[config.mk]
export PLATFORM = sky130hd
export DESIGN_NAME = acr_regs
export DESIGN_NICKNAME = d
export VERILOG_FILES = /design/src/acr_pkg.sv /design/src/acr_pin_sync.sv /design/src/acr_regs.sv
export SDC_FILE = /design/constraint.sdc
export NUM_CORES = 1
export LEC_CHECK = 0
export BUFFER_PORTS_ARGS = -buffer_cell sky130_fd_sc_hd__buf_2
export CAP_MARGIN = 20
export CORE_MARGIN = 2
export CORE_UTILIZATION = 55
export DETAILED_ROUTE_END_ITERATION = 6
export PLACE_DENSITY_LB_ADDON = 0.05
export RECOVER_POWER = 50
export SLEW_MARGIN = 30
export SYNTH_ARGS = -nofsm -noshare
export SYNTH_HDL_FRONTEND = slang
export SYNTH_SLANG_ARGS = --single-unit
[constraint.sdc]
create_clock -name clk -period 3.5 [get_ports clk]
set_clock_uncertainty 0.15 [all_clocks]
set_input_delay 0.525 -clock clk [delete_from_list [all_inputs] [get_ports clk]]
set_output_delay 0.525 -clock clk [all_outputs]
set_load 0.005 [all_outputs]
[src/acr_pkg.sv]
package acr_pkg;

  // ---------------------------------------------------------------
  // frame layout of the serial control port
  // ---------------------------------------------------------------
  localparam int FRAME_BITS = 16;
  localparam int ADDR_BITS = 7;
  localparam int CNT_BITS = 5;
  localparam int RW_POS = 15;
  localparam int ADDR_MSB = 14;
  localparam int ADDR_LSB = 8;
  localparam logic [4:0] CNT_ADDR_DONE = 5'h08;
  localparam logic [4:0] CNT_FRAME_DONE = 5'h10;
  localparam int SYNC_LAG = 3;

  // ---------------------------------------------------------------
  // register offsets
  // ---------------------------------------------------------------
  localparam logic [6:0] A_SLEEP = 7'h00;
  localparam logic [6:0] A_RATE_A = 7'h01;
  localparam logic [6:0] A_RATE_B = 7'h02;
  localparam logic [6:0] A_GROUP = 7'h03;
  localparam logic [6:0] A_POWER = 7'h04;
  localparam logic [6:0] A_SETUP = 7'h05;
  localparam logic [6:0] A_CONV = 7'h06;
  localparam logic [6:0] A_PORT = 7'h07;
  localparam logic [6:0] A_BIST = 7'h08;
  localparam logic [6:0] A_HEALTH = 7'h09;
  localparam logic [6:0] A_VERSION = 7'h0A;
  localparam logic [6:0] A_SPARE_B = 7'h0B;
  localparam logic [6:0] A_SPARE_C = 7'h0C;
  localparam logic [6:0] A_SPARE_D = 7'h0D;
  localparam logic [6:0] A_DIR = 7'h0E;
  localparam logic [6:0] A_OUT = 7'h0F;
  localparam logic [6:0] A_IN = 7'h10;
  localparam logic [6:0] A_PRE_LO = 7'h11;
  localparam logic [6:0] A_PRE_HI = 7'h12;
  localparam logic [6:0] A_REFP = 7'h13;
  localparam logic [6:0] A_REFN = 7'h14;

  // ---------------------------------------------------------------
  // reset values
  // ---------------------------------------------------------------
  localparam logic [7:0] R_SLEEP = 8'h00;
  localparam logic [7:0] R_RATE_A = 8'h0D;
  localparam logic [7:0] R_RATE_B = 8'h0D;
  localparam logic [7:0] R_GROUP = 8'h00;
  localparam logic [7:0] R_POWER = 8'h00;
  localparam logic [7:0] R_SETUP = 8'h08;
  localparam logic [7:0] R_CONV = 8'h80;
  localparam logic [7:0] R_ZERO = 8'h00;
  localparam logic [7:0] R_PRE = 8'hFF;
  localparam logic [7:0] R_REF = 8'h00;

  // ---------------------------------------------------------------
  // aux pin fields
  // ---------------------------------------------------------------
  localparam int AUX_PINS = 5;
  localparam int AUX_ON_POS = 7;
  localparam logic [2:0] AUX_PAD = 3'h0;

endpackage

[src/acr_pin_sync.sv]
`timescale 1ns/100ps
// ---------------------------------------------------------------
// three-stage pin synchroniser with agreement filter
// ---------------------------------------------------------------
module acr_pin_sync #(
  parameter int W = 1,
  parameter logic [W-1:0] INIT = '0
) (
  input wire logic clk,
  input wire logic rst_n,
  input wire logic [W-1:0] pin,
  output logic [W-1:0] level
);

  logic [W-1:0] s1_r;
  logic [W-1:0] s2_r;
  logic [W-1:0] s3_r;

  // three flops; first only feeds second
  always_ff @(posedge clk or negedge rst_n) begin
    if (!rst_n) begin
      s1_r <= INIT;
      s2_r <= INIT;
      s3_r <= INIT;
    end else begin
      s1_r <= pin;
      s2_r <= s1_r;
      s3_r <= s2_r;
    end
  end

  // a bit changes once stages two and three agree
  genvar i;
  generate
    for (i = 0; i < W; i++) begin : g_bit
      always_ff @(posedge clk or negedge rst_n) begin
        if (!rst_n) begin
          level[i] <= INIT[i];
        end else if (s2_r[i] == s3_r[i]) begin
          level[i] <= s3_r[i];
        end
      end
    end
  endgenerate

endmodule

[src/acr_regs.sv]
`timescale 1ns/100ps
// Operation
// - five aux pins operable over serial port
// - each pin direction chosen independently
// - direction register holds enable and directions
// - output pins drive write-data register bits
// - input pin levels read from read-data register
// - positive reference enables, one per channel, zero
// - negative reference enables, one per channel, zero
module acr_regs #(
  parameter logic [7:0] VERSION_CODE = 8'h5A // arbitrary value
) (
  input wire logic clk,
  input wire logic rst_n,
  input wire logic spi_sclk,
  input wire logic spi_cs_n,
  input wire logic spi_sdi,
  output logic spi_sdo_o,
  output logic spi_sdo_oe,
  input wire logic [4:0] aux_pin_i,
  output logic [4:0] aux_pin_o,
  output logic [4:0] aux_pin_oe,
  input wire logic [7:0] health_in,
  output logic [7:0] channel_sleep_mask,
  output logic [7:0] group_a_filter_rate,
  output logic [7:0] group_b_filter_rate,
  output logic [7:0] channel_group_assign,
  output logic [7:0] power_setting,
  output logic [7:0] general_setup,
  output logic [7:0] conversion_control,
  output logic [7:0] port_setup,
  output logic [7:0] memory_selftest_ctrl,
  output logic [7:0] input_precharge_lo,
  output logic [7:0] input_precharge_hi,
  output logic [7:0] refp_precharge_enables,
  output logic [7:0] refn_precharge_enables
);

  // ---------------------------------------------------------------
  // pin synchronisers
  // ---------------------------------------------------------------
  logic [2:0] spi_lvl;
  logic [4:0] aux_in_lvl;
  logic sclk_f;
  logic cs_n_f;
  logic sdi_f;

  // serial pins: sclk, chip select (idle high), data in
  acr_pin_sync #(.W(3), .INIT(3'h2)) u_spi_sync (
    .clk(clk),
    .rst_n(rst_n),
    .pin({spi_sclk, spi_cs_n, spi_sdi}),
    .level(spi_lvl)
  );

  // aux pin input levels
  acr_pin_sync #(.W(acr_pkg::AUX_PINS), .INIT(5'h00)) u_aux_sync (
    .clk(clk),
    .rst_n(rst_n),
    .pin(aux_pin_i),
    .level(aux_in_lvl)
  );

  assign sclk_f = spi_lvl[2];
  assign cs_n_f = spi_lvl[1];
  assign sdi_f = spi_lvl[0];

  // ---------------------------------------------------------------
  // serial frame engine
  // ---------------------------------------------------------------
  logic sclk_q_r;
  logic [4:0] bit_cnt_r;
  logic [14:0] shin_r;
  logic [7:0] shout_r;
  logic sdo_r;
  logic sclk_rise;
  logic sclk_fall;
  logic [15:0] frame_word;
  logic wr_stb;
  logic rd_load;
  logic [6:0] wr_addr;
  logic [7:0] wr_data;
  logic [6:0] rd_addr;
  logic [7:0] rd_data;

  assign sclk_rise = sclk_f & ~sclk_q_r & ~cs_n_f;
  assign sclk_fall = ~sclk_f & sclk_q_r & ~cs_n_f;
  assign frame_word = {shin_r, sdi_f};

  // edge history of filtered clock
  always_ff @(posedge clk or negedge rst_n) begin
    if (!rst_n) begin
      sclk_q_r <= 1'b0;
    end else begin
      sclk_q_r <= sclk_f;
    end
  end

  // bit counter, saturates at frame end until deselect
  always_ff @(posedge clk or negedge rst_n) begin
    if (!rst_n) begin
      bit_cnt_r <= 5'h00;
    end else if (cs_n_f) begin
      bit_cnt_r <= 5'h00;
    end else if (sclk_rise && bit_cnt_r != acr_pkg::CNT_FRAME_DONE) begin
      bit_cnt_r <= 5'(bit_cnt_r + 5'h01);
    end
  end

  // input shifter, msb first
  always_ff @(posedge clk or negedge rst_n) begin
    if (!rst_n) begin
      shin_r <= 15'h0000;
    end else if (sclk_rise && bit_cnt_r != acr_pkg::CNT_FRAME_DONE) begin
      shin_r <= frame_word[14:0];
    end
  end

  assign wr_stb = sclk_rise && (bit_cnt_r == 5'(acr_pkg::CNT_FRAME_DONE - 5'h01))
                  && !shin_r[acr_pkg::RW_POS-1];
  assign wr_addr = frame_word[acr_pkg::ADDR_MSB:acr_pkg::ADDR_LSB];
  assign wr_data = frame_word[7:0];
  assign rd_load = sclk_rise && (bit_cnt_r == 5'(acr_pkg::CNT_ADDR_DONE - 5'h01))
                   && shin_r[6];
  assign rd_addr = frame_word[6:0];

  // read shifter: load after address, shift on falling edges
  always_ff @(posedge clk or negedge rst_n) begin
    if (!rst_n) begin
      shout_r <= 8'h00;
      sdo_r <= 1'b0;
    end else if (rd_load) begin
      shout_r <= rd_data;
    end else if (sclk_fall && bit_cnt_r >= acr_pkg::CNT_ADDR_DONE) begin
      sdo_r <= shout_r[7];
      shout_r <= {shout_r[6:0], 1'b0};
    end
  end

  assign spi_sdo_o = sdo_r;
  assign spi_sdo_oe = ~cs_n_f;

  // ---------------------------------------------------------------
  // converter configuration registers
  // ---------------------------------------------------------------
  logic [7:0] sleep_r;
  logic [7:0] rate_a_r;
  logic [7:0] rate_b_r;
  logic [7:0] group_r;
  logic [7:0] power_r;
  logic [7:0] setup_r;
  logic [7:0] conv_r;
  logic [7:0] port_r;
  logic [7:0] bist_r;
  logic [7:0] pre_lo_r;
  logic [7:0] pre_hi_r;

  // writable configuration bytes
  always_ff @(posedge clk or negedge rst_n) begin
    if (!rst_n) begin
      sleep_r <= acr_pkg::R_SLEEP;
      rate_a_r <= acr_pkg::R_RATE_A;
      rate_b_r <= acr_pkg::R_RATE_B;
      group_r <= acr_pkg::R_GROUP;
      power_r <= acr_pkg::R_POWER;
      setup_r <= acr_pkg::R_SETUP;
      conv_r <= acr_pkg::R_CONV;
      port_r <= acr_pkg::R_ZERO;
      bist_r <= acr_pkg::R_ZERO;
      pre_lo_r <= acr_pkg::R_PRE;
      pre_hi_r <= acr_pkg::R_PRE;
    end else if (wr_stb) begin
      // unmapped and read-only offsets fall through
      case (wr_addr)
        acr_pkg::A_SLEEP: sleep_r <= wr_data;
        acr_pkg::A_RATE_A: rate_a_r <= wr_data;
        acr_pkg::A_RATE_B: rate_b_r <= wr_data;
        acr_pkg::A_GROUP: group_r <= wr_data;
        acr_pkg::A_POWER: power_r <= wr_data;
        acr_pkg::A_SETUP: setup_r <= wr_data;
        acr_pkg::A_CONV: conv_r <= wr_data;
        acr_pkg::A_PORT: port_r <= wr_data;
        acr_pkg::A_BIST: bist_r <= wr_data;
        acr_pkg::A_PRE_LO: pre_lo_r <= wr_data;
        acr_pkg::A_PRE_HI: pre_hi_r <= wr_data;
        default: begin
        end
      endcase
    end
  end

  // ---------------------------------------------------------------
  // reference precharge enables
  // ---------------------------------------------------------------
  logic [7:0] refp_r;
  logic [7:0] refn_r;

  // positive enables, bit n is channel n
  always_ff @(posedge clk or negedge rst_n) begin
    if (!rst_n) begin
      refp_r <= acr_pkg::R_REF;
    end else if (wr_stb && wr_addr == acr_pkg::A_REFP) begin
      refp_r <= wr_data;
    end
  end

  // negative enables, bit n is channel n
  always_ff @(posedge clk or negedge rst_n) begin
    if (!rst_n) begin
      refn_r <= acr_pkg::R_REF;
    end else if (wr_stb && wr_addr == acr_pkg::A_REFN) begin
      refn_r <= wr_data;
    end
  end

  // ---------------------------------------------------------------
  // aux pin expander
  // ---------------------------------------------------------------
  logic [7:0] dir_r;
  logic [7:0] out_r;
  logic aux_on;
  logic [4:0] in_levels;

  always_ff @(posedge clk or negedge rst_n) begin
    if (!rst_n) begin
      dir_r <= acr_pkg::R_ZERO;
    end else if (wr_stb && wr_addr == acr_pkg::A_DIR) begin
      dir_r <= wr_data;
    end
  end

  // output levels held for driven pins
  always_ff @(posedge clk or negedge rst_n) begin
    if (!rst_n) begin
      out_r <= acr_pkg::R_ZERO;
    end else if (wr_stb && wr_addr == acr_pkg::A_OUT) begin
      out_r <= wr_data;
    end
  end

  assign aux_on = dir_r[acr_pkg::AUX_ON_POS];

  // each pin driven only when enabled and set as output
  assign aux_pin_oe = {acr_pkg::AUX_PINS{aux_on}} & dir_r[4:0];
  assign aux_pin_o = out_r[4:0];

  // input pins report their level, outputs read zero
  assign in_levels = aux_in_lvl & ~dir_r[4:0];

  // ---------------------------------------------------------------
  // read data selection
  // ---------------------------------------------------------------
  always_comb begin
    case (rd_addr)
      acr_pkg::A_SLEEP: rd_data = sleep_r;
      acr_pkg::A_RATE_A: rd_data = rate_a_r;
      acr_pkg::A_RATE_B: rd_data = rate_b_r;
      acr_pkg::A_GROUP: rd_data = group_r;
      acr_pkg::A_POWER: rd_data = power_r;
      acr_pkg::A_SETUP: rd_data = setup_r;
      acr_pkg::A_CONV: rd_data = conv_r;
      acr_pkg::A_PORT: rd_data = port_r;
      acr_pkg::A_BIST: rd_data = bist_r;
      acr_pkg::A_HEALTH: rd_data = health_in;
      acr_pkg::A_VERSION: rd_data = VERSION_CODE;
      acr_pkg::A_DIR: rd_data = dir_r;
      acr_pkg::A_OUT: rd_data = out_r;
      acr_pkg::A_IN: rd_data = {acr_pkg::AUX_PAD, in_levels};
      acr_pkg::A_PRE_LO: rd_data = pre_lo_r;
      acr_pkg::A_PRE_HI: rd_data = pre_hi_r;
      acr_pkg::A_REFP: rd_data = refp_r;
      acr_pkg::A_REFN: rd_data = refn_r;
      default: rd_data = 8'h00;
    endcase
  end

  // configuration outputs straight from flops
  assign channel_sleep_mask = sleep_r;
  assign group_a_filter_rate = rate_a_r;
  assign group_b_filter_rate = rate_b_r;
  assign channel_group_assign = group_r;
  assign power_setting = power_r;
  assign general_setup = setup_r;
  assign conversion_control = conv_r;
  assign port_setup = port_r;
  assign memory_selftest_ctrl = bist_r;
  assign input_precharge_lo = pre_lo_r;
  assign input_precharge_hi = pre_hi_r;
  assign refp_precharge_enables = refp_r;
  assign refn_precharge_enables = refn_r;
endmodule

**Yosys cells after proc, flatten, opt, wreduce, memory -nomap -nowiden**

Index checks and enable logic that the tools add are counted.

- Output and inout bits: 116
- Memories kept: 0
- Latch bits: 0
- Bits in writable memories: 0
- ROM bits: 0
- Register bits: 182

- $add $sub $neg: 1
- Multiply operators: 0
- Equality and inequality tests: 42
- Shift operators: 0
- $lt $le $gt $ge: 1
- Multiplexer cells: 5
- Divide/modulo/power cells: 0
- Reductions and logical operators: 27
- Bitwise logic cells: 11

Operators with widths:

| cell | number |
|---|---|
| one-hot mux 8 bit (18 select lines) | 1 |
| equality test 7 x 5 -> 1 bit, second input constant | 9 |
| equality test 7 x 3 -> 1 bit, second input constant | 8 |
| equality test 7 x 4 -> 1 bit, second input constant | 8 |
| equality test 7 x 2 -> 1 bit, second input constant | 4 |
| AND reduction 2 bit | 12 |
| 2-to-1 mux 8 bit | 2 |
| equality test 7 x 1 -> 1 bit, second input constant | 2 |
| zero test 7 bit | 2 |
| AND 5 bit | 2 |
| logical AND 1 bit | 10 |
| 2-to-1 mux 5 bit | 2 |
| equality test 1 bit | 8 |
| adder 5 x 1 -> 5 bit, second input constant | 1 |
| equality test 5 x 3 -> 1 bit, second input constant | 1 |
| equality test 5 x 4 -> 1 bit, second input constant | 1 |
| >= comparator 5 x 4 -> 1 bit, second input constant | 1 |
| != test 5 bit, second input constant | 1 |
| inverter 5 bit | 1 |
| AND 1 bit | 4 |
| inverter 1 bit | 4 |
| nonzero test 2 bit | 2 |
| zero test 1 bit | 1 |

**Logic depth before layout (Yosys ltp)**

- Word-level depth: 7
- Gate-level depth with buffers: 9
- Mapped depth without buffers: 8

**Cells and area by module**

From an unflattened synthesis, not the netlist that was laid out.

- Cell total of the unflattened synthesis: 694
- Area, all modules: 8446.9 µm²

Modules (own cells, without submodules):

| module | times used | area an instance (µm²) | cells each |
|---|---|---|---|
| acr_regs | 1 | 7551.0 | 654 |
| acr_pin_sync (u_aux_sync) | 1 | 556.8 | 25 |
| acr_pin_sync (u_spi_sync) | 1 | 339.1 | 15 |

**Least setup slack after synthesis**

Ideal clock, no wire load.

- Kind: reg-to-reg
- Start: register bit_cnt_r[0]
- End: register power_r[0], in the netlist power_setting[0]
- Cell stages (with the launch flop): 10
- Arrival: 2.434 ns
- Setup slack: 0.792 ns
- Path buffers: 1
- Period minus slack after synthesis: 2.708 ns
- Cell sequence: dfrtp_1 -> ha_1 -> and3_1 -> ha_1 -> nor4b_1 -> nand2_1 -> or4b_1 -> buf_2 -> nor3_4 -> mux2_2

- Cells in the longest elaborated chain, start to end: 4

Ends and longest elaborated chain:

| what | line | RTL |
|---|---|---|
| start, declared | acr_regs.sv:72 | `logic [4:0] bit_cnt_r;` |
| start signal, assigned | acr_regs.sv:106 | `bit_cnt_r <= 5'(bit_cnt_r + 5'h01);` |
| equality test 5 x 4 -> 1 bit | acr_regs.sv:119 | `assign wr_stb = sclk_rise && (bit_cnt_r == 5'(acr_pkg::CNT_FRAME_DONE - 5'h01))` |
| logical AND 1 bit | acr_regs.sv:119 |  |
| logical AND 1 bit | acr_regs.sv:120 | `&& !shin_r[acr_pkg::RW_POS-1];` |
| AND reduction 2 bit (no line) | - |  |
| end signal, assigned | acr_regs.sv:165 | `power_r <= acr_pkg::R_POWER;` |
| end signal, assigned | acr_regs.sv:179 | `acr_pkg::A_POWER: power_r <= wr_data;` |
| end, declared | acr_regs.sv:150 | `logic [7:0] power_r;` |

No other way between the ends.
A chain may end at the register's enable or synchronous reset.

**Worst setup path in the final report**

- Start: register u_spi_sync.level[1]
- End: register rate_a_r[1], in the netlist group_a_filter_rate[1]

- Cells in the longest elaborated chain, start to end: 5

Ends and longest elaborated chain:

| what | line | RTL |
|---|---|---|
| start, declared | acr_pin_sync.sv:12 | `output logic [W-1:0] level` |
| start signal, assigned by index | acr_pin_sync.sv:38 | `level[i] <= INIT[i];` |
| start signal, assigned by index | acr_pin_sync.sv:40 | `level[i] <= s3_r[i];` |
| inverter 1 bit | acr_regs.sv:86 | `assign sclk_rise = sclk_f & ~sclk_q_r & ~cs_n_f;` |
| AND 1 bit | acr_regs.sv:86 |  |
| logical AND 1 bit | acr_regs.sv:119 |  |
| logical AND 1 bit | acr_regs.sv:120 |  |
| AND reduction 2 bit (no line) | - |  |
| end signal, assigned | acr_regs.sv:162 | `rate_a_r <= acr_pkg::R_RATE_A;` |
| end signal, assigned | acr_regs.sv:176 | `acr_pkg::A_RATE_A: rate_a_r <= wr_data;` |
| end, declared | acr_regs.sv:147 | `logic [7:0] rate_a_r;` |

No other way between the ends.

==> run_results.csv <==
group,metric,value,unit
hold_path,hold_path.class,"primary input to flip-flop",
clock_tree,cts_setup_buffers,0,
pwr,p_per_area,554,nW/um^2
final_layout,fin_cells,1002,
sta,drv_slew,92,
grt,grt_pass1_wl,37300,um
grt,antenna_found_initial,0,
synthesis,synth_flop_cell,"dfrtp_1",
clock_tree,cts.sinks,182,
clock_tree,h-tree-depth,4,
worst_setup_path,critPathKind,"flip-flop to flip-flop",
sta,final-setup-viol-count,0,
clock_tree,cts_buffer_depth,2,
floorplanning,core,15000,um^2
clock_tree,cts_root_buf,"clkbuf_16",
clock_tree,clk_pin_slew,0.07,ns
final_layout,seqCellArea,4590,um^2
clock_tree,ctsHoldBuffers,0,
detailed_routing,viasPerCell,6.24,
final_layout,largest_register,"shin_r",
floorplanning,ios,134,
detailed_routing,wirelength,24700,um
synthesis,postSynthCellCount,672,
worst_setup_path,cp-startpoint,"u_spi_sync.level[1]",
synthesis,ys_seq_elements,182,
placed_design,io_buffer_count,133,
final_layout,largest_reg_flops,15,
sta,tightest_slew,2.35,ns
sta,relSlewSlack,-56.5,%
worst_setup_path,reg2reg_from,"u_spi_sync.level[1]",
placed_design,dpl.hpwl,17500,um
detailed_routing,wire_per_inst,24.6,um
run_status,status,"finished with violations",
sta,min_period_over_period,91.9,%
sta,grt_setup_unrepaired,"false",
grt,grt_pass1_vias,6132,
worst_setup_path,setup.worst_path.end_class,"flip-flop",
detailed_routing,remaining_drc_errors,0,
synthesis,synth_edf_count,0,
detailed_routing,final_antenna_net_count,0,
floorplanning,initial_core_util,55.7,%
final_layout,syn_to_final_growth,18.0,%
final_layout,drive_gt1_share,46.3,%
synthesis,ys_seq_area_share,54.8,%
sta,hold_violations,0,
pwr,ir_drop,0.556,mV
floorplanning,fp.dieArea,16200,um^2
grt,grt_use_total,31.0,%
floorplanning,std_cell_rows,45,
worst_setup_path,cp_max_fo,8,
floorplanning,die_height,127,um
clock_tree,cts_resized,0,
grt,grt.overflow.total,0,
sta,max_clock_freq,311,MHz
synthesis,async_reset_ff_share,100,%
run_status,violations,"capacitance limit, slew limit",
clock_tree,numCtsBuffers,17,
final_layout,fillers,1149,
placed_design,gp_congestion,0.934,
hold_path,hp-start,"spi_cs_n",
synthesis,synth_nets,693,
worst_setup_path,startpoint_type,"flip-flop",
worst_setup_path,critical_path_required,3.67,ns
sta,fin_crit,3.22,ns
pwr,p_total,0.00548,W
clock_tree,clkLatencyLatePin,0.43,ns
sta,tns,0,ns
final_layout,diodes,0,
final_layout,nets,822,
grt,grt_max_degree,94,
final_layout,multi_input_area,3530,um^2
run,maxCapViolCount,1,
detailed_routing,via_count,6253,
detailed_routing,firstDrtPassIters,5,
synthesis,syn_avg_cell_area,12.5,um^2
synthesis,yosysWarnings,0,
pwr,power.leakage,4.80,nW
detailed_routing,dr.first_iter.drc_count,550,
synthesis,netlist_area,8380,um^2
synthesis,ys_types,68,
placed_design,dp_cells,970,
worst_setup_path,worstPathArrival,3.38,ns
clock_tree,cts_tree,"yes",
floorplanning,die_w,127,um
[routing by layer]
| layer | track usage [%] | share of wire [%] | vias up |
|---|---|---|---|
| li1 | - | - | 2734 |
| met4 | 9.31 | 2.6 | 0 |
| met1 | 46.5 | 46 | 3189 |
| met2 | 45.2 | 45 | 287 |
| met5 | 0 | 0 | - |
| met3 | 7.08 | 7.2 | 43 |
[metrics by stage]
step                instance area [um^2]  hold slack, ns  setup WS (ns)  util [%]
floorplan                           8380          0.0794          0.792         -
global placement                    9340           0.183          0.362      62.1
detailed placement                  9340           0.189          0.325      62.1
CTS                                 9910          0.0265          0.323      65.9
global route                        9890          0.0177          0.108      65.8
finish                              9890          0.0373          0.283      65.8
[layout by cell type, fill, tap and decap left out, drive strengths merged, types with 16 or more instances in the layout]
cell type and count:
dfstp 28, mux2 143, clkbuf 23, nor2 26
nand3 18, buf 158, dfrtp 154, nand2 34
o21ai 16, a22oi 18
[power by group]
group	total, W	switching, W	internal, W
Clock	0.00185	0.000892	0.000963
Sequential	0.00240	0.000217	0.00218
Combinational	0.00123	0.000840	0.000386
Total	0.00548	0.00195	0.00353
[critical path: stages (launching register included)]
cell and delay (ns):
dfstp_1 0.46, nor3b_1 0.66, nand2_1 0.27, or4_1 0.60
nor2_2 0.55, mux2_2 0.41
[layout make-up]
type / count / area share (%)
Clock buffer: 18 / 4.44
Clock inverter: 14 / 1.34
Inverter: 6 / 0.228
Multi-Input combinational cell: 431 / 35.7
Sequential cell: 182 / 46.4
Tap cell: 188 / 2.38
Timing Repair Buffer: 163 / 9.47
[Yosys cell counts, types with 7 or more instances]
cell type | instances | share of area [%]
nand2_1 | 34 | 1.5
and2_1 | 7 | 0.52
a31oi_1 | 7 | 0.52
nand2b_1 | 7 | 0.52
o21ai_0 | 16 | 0.96
clkbuf_1 | 40 | 1.8
maj3_1 | 8 | 0.96
a21oi_1 | 10 | 0.60
mux2_2 | 143 | 19
a22oi_1 | 18 | 1.6
mux2i_1 | 10 | 1.2
nor2_1 | 20 | 0.90
dfstp_2 | 28 | 8.8
nor2b_1 | 13 | 0.97
nor3_1 | 7 | 0.42
nand4_1 | 8 | 0.60
nand3_1 | 18 | 1.1
dfrtp_1 | 154 | 46
a32oi_1 | 9 | 0.94
[cells by family after synthesis]
logic type / count (synthesis) / share of synthesized area, %
AOI/OAI and AO/OA: 106 / 9.14
buffers and inverters: 59 / 2.97
DFF: 182 / 54.8
adders and majority gates: 11 / 1.40
and+or+nand+nor: 160 / 11.2
muxes: 153 / 20.4
xor gates and xnor gates: 1 / 0.105
[final timing paths]
| path | to | slack (ns) | cells after the start |
|---|---|---|---|
| max | group_a_filter_rate[1] | 0.28 | 5 |
| min | u_spi_sync.s1_r[1] | 0.04 | 1 |
| max reg2reg | group_a_filter_rate[1] | 0.28 | 5 |
| min reg2reg | u_aux_sync.s2_r[0] | 0.20 | 0 |
| max in group asynchronous | shin_r[0] | 1.00 | 1 |
| min in group asynchronous | channel_group_assign[4] | 0.63 | 1 |
Power figures use the tool's default switching activity.
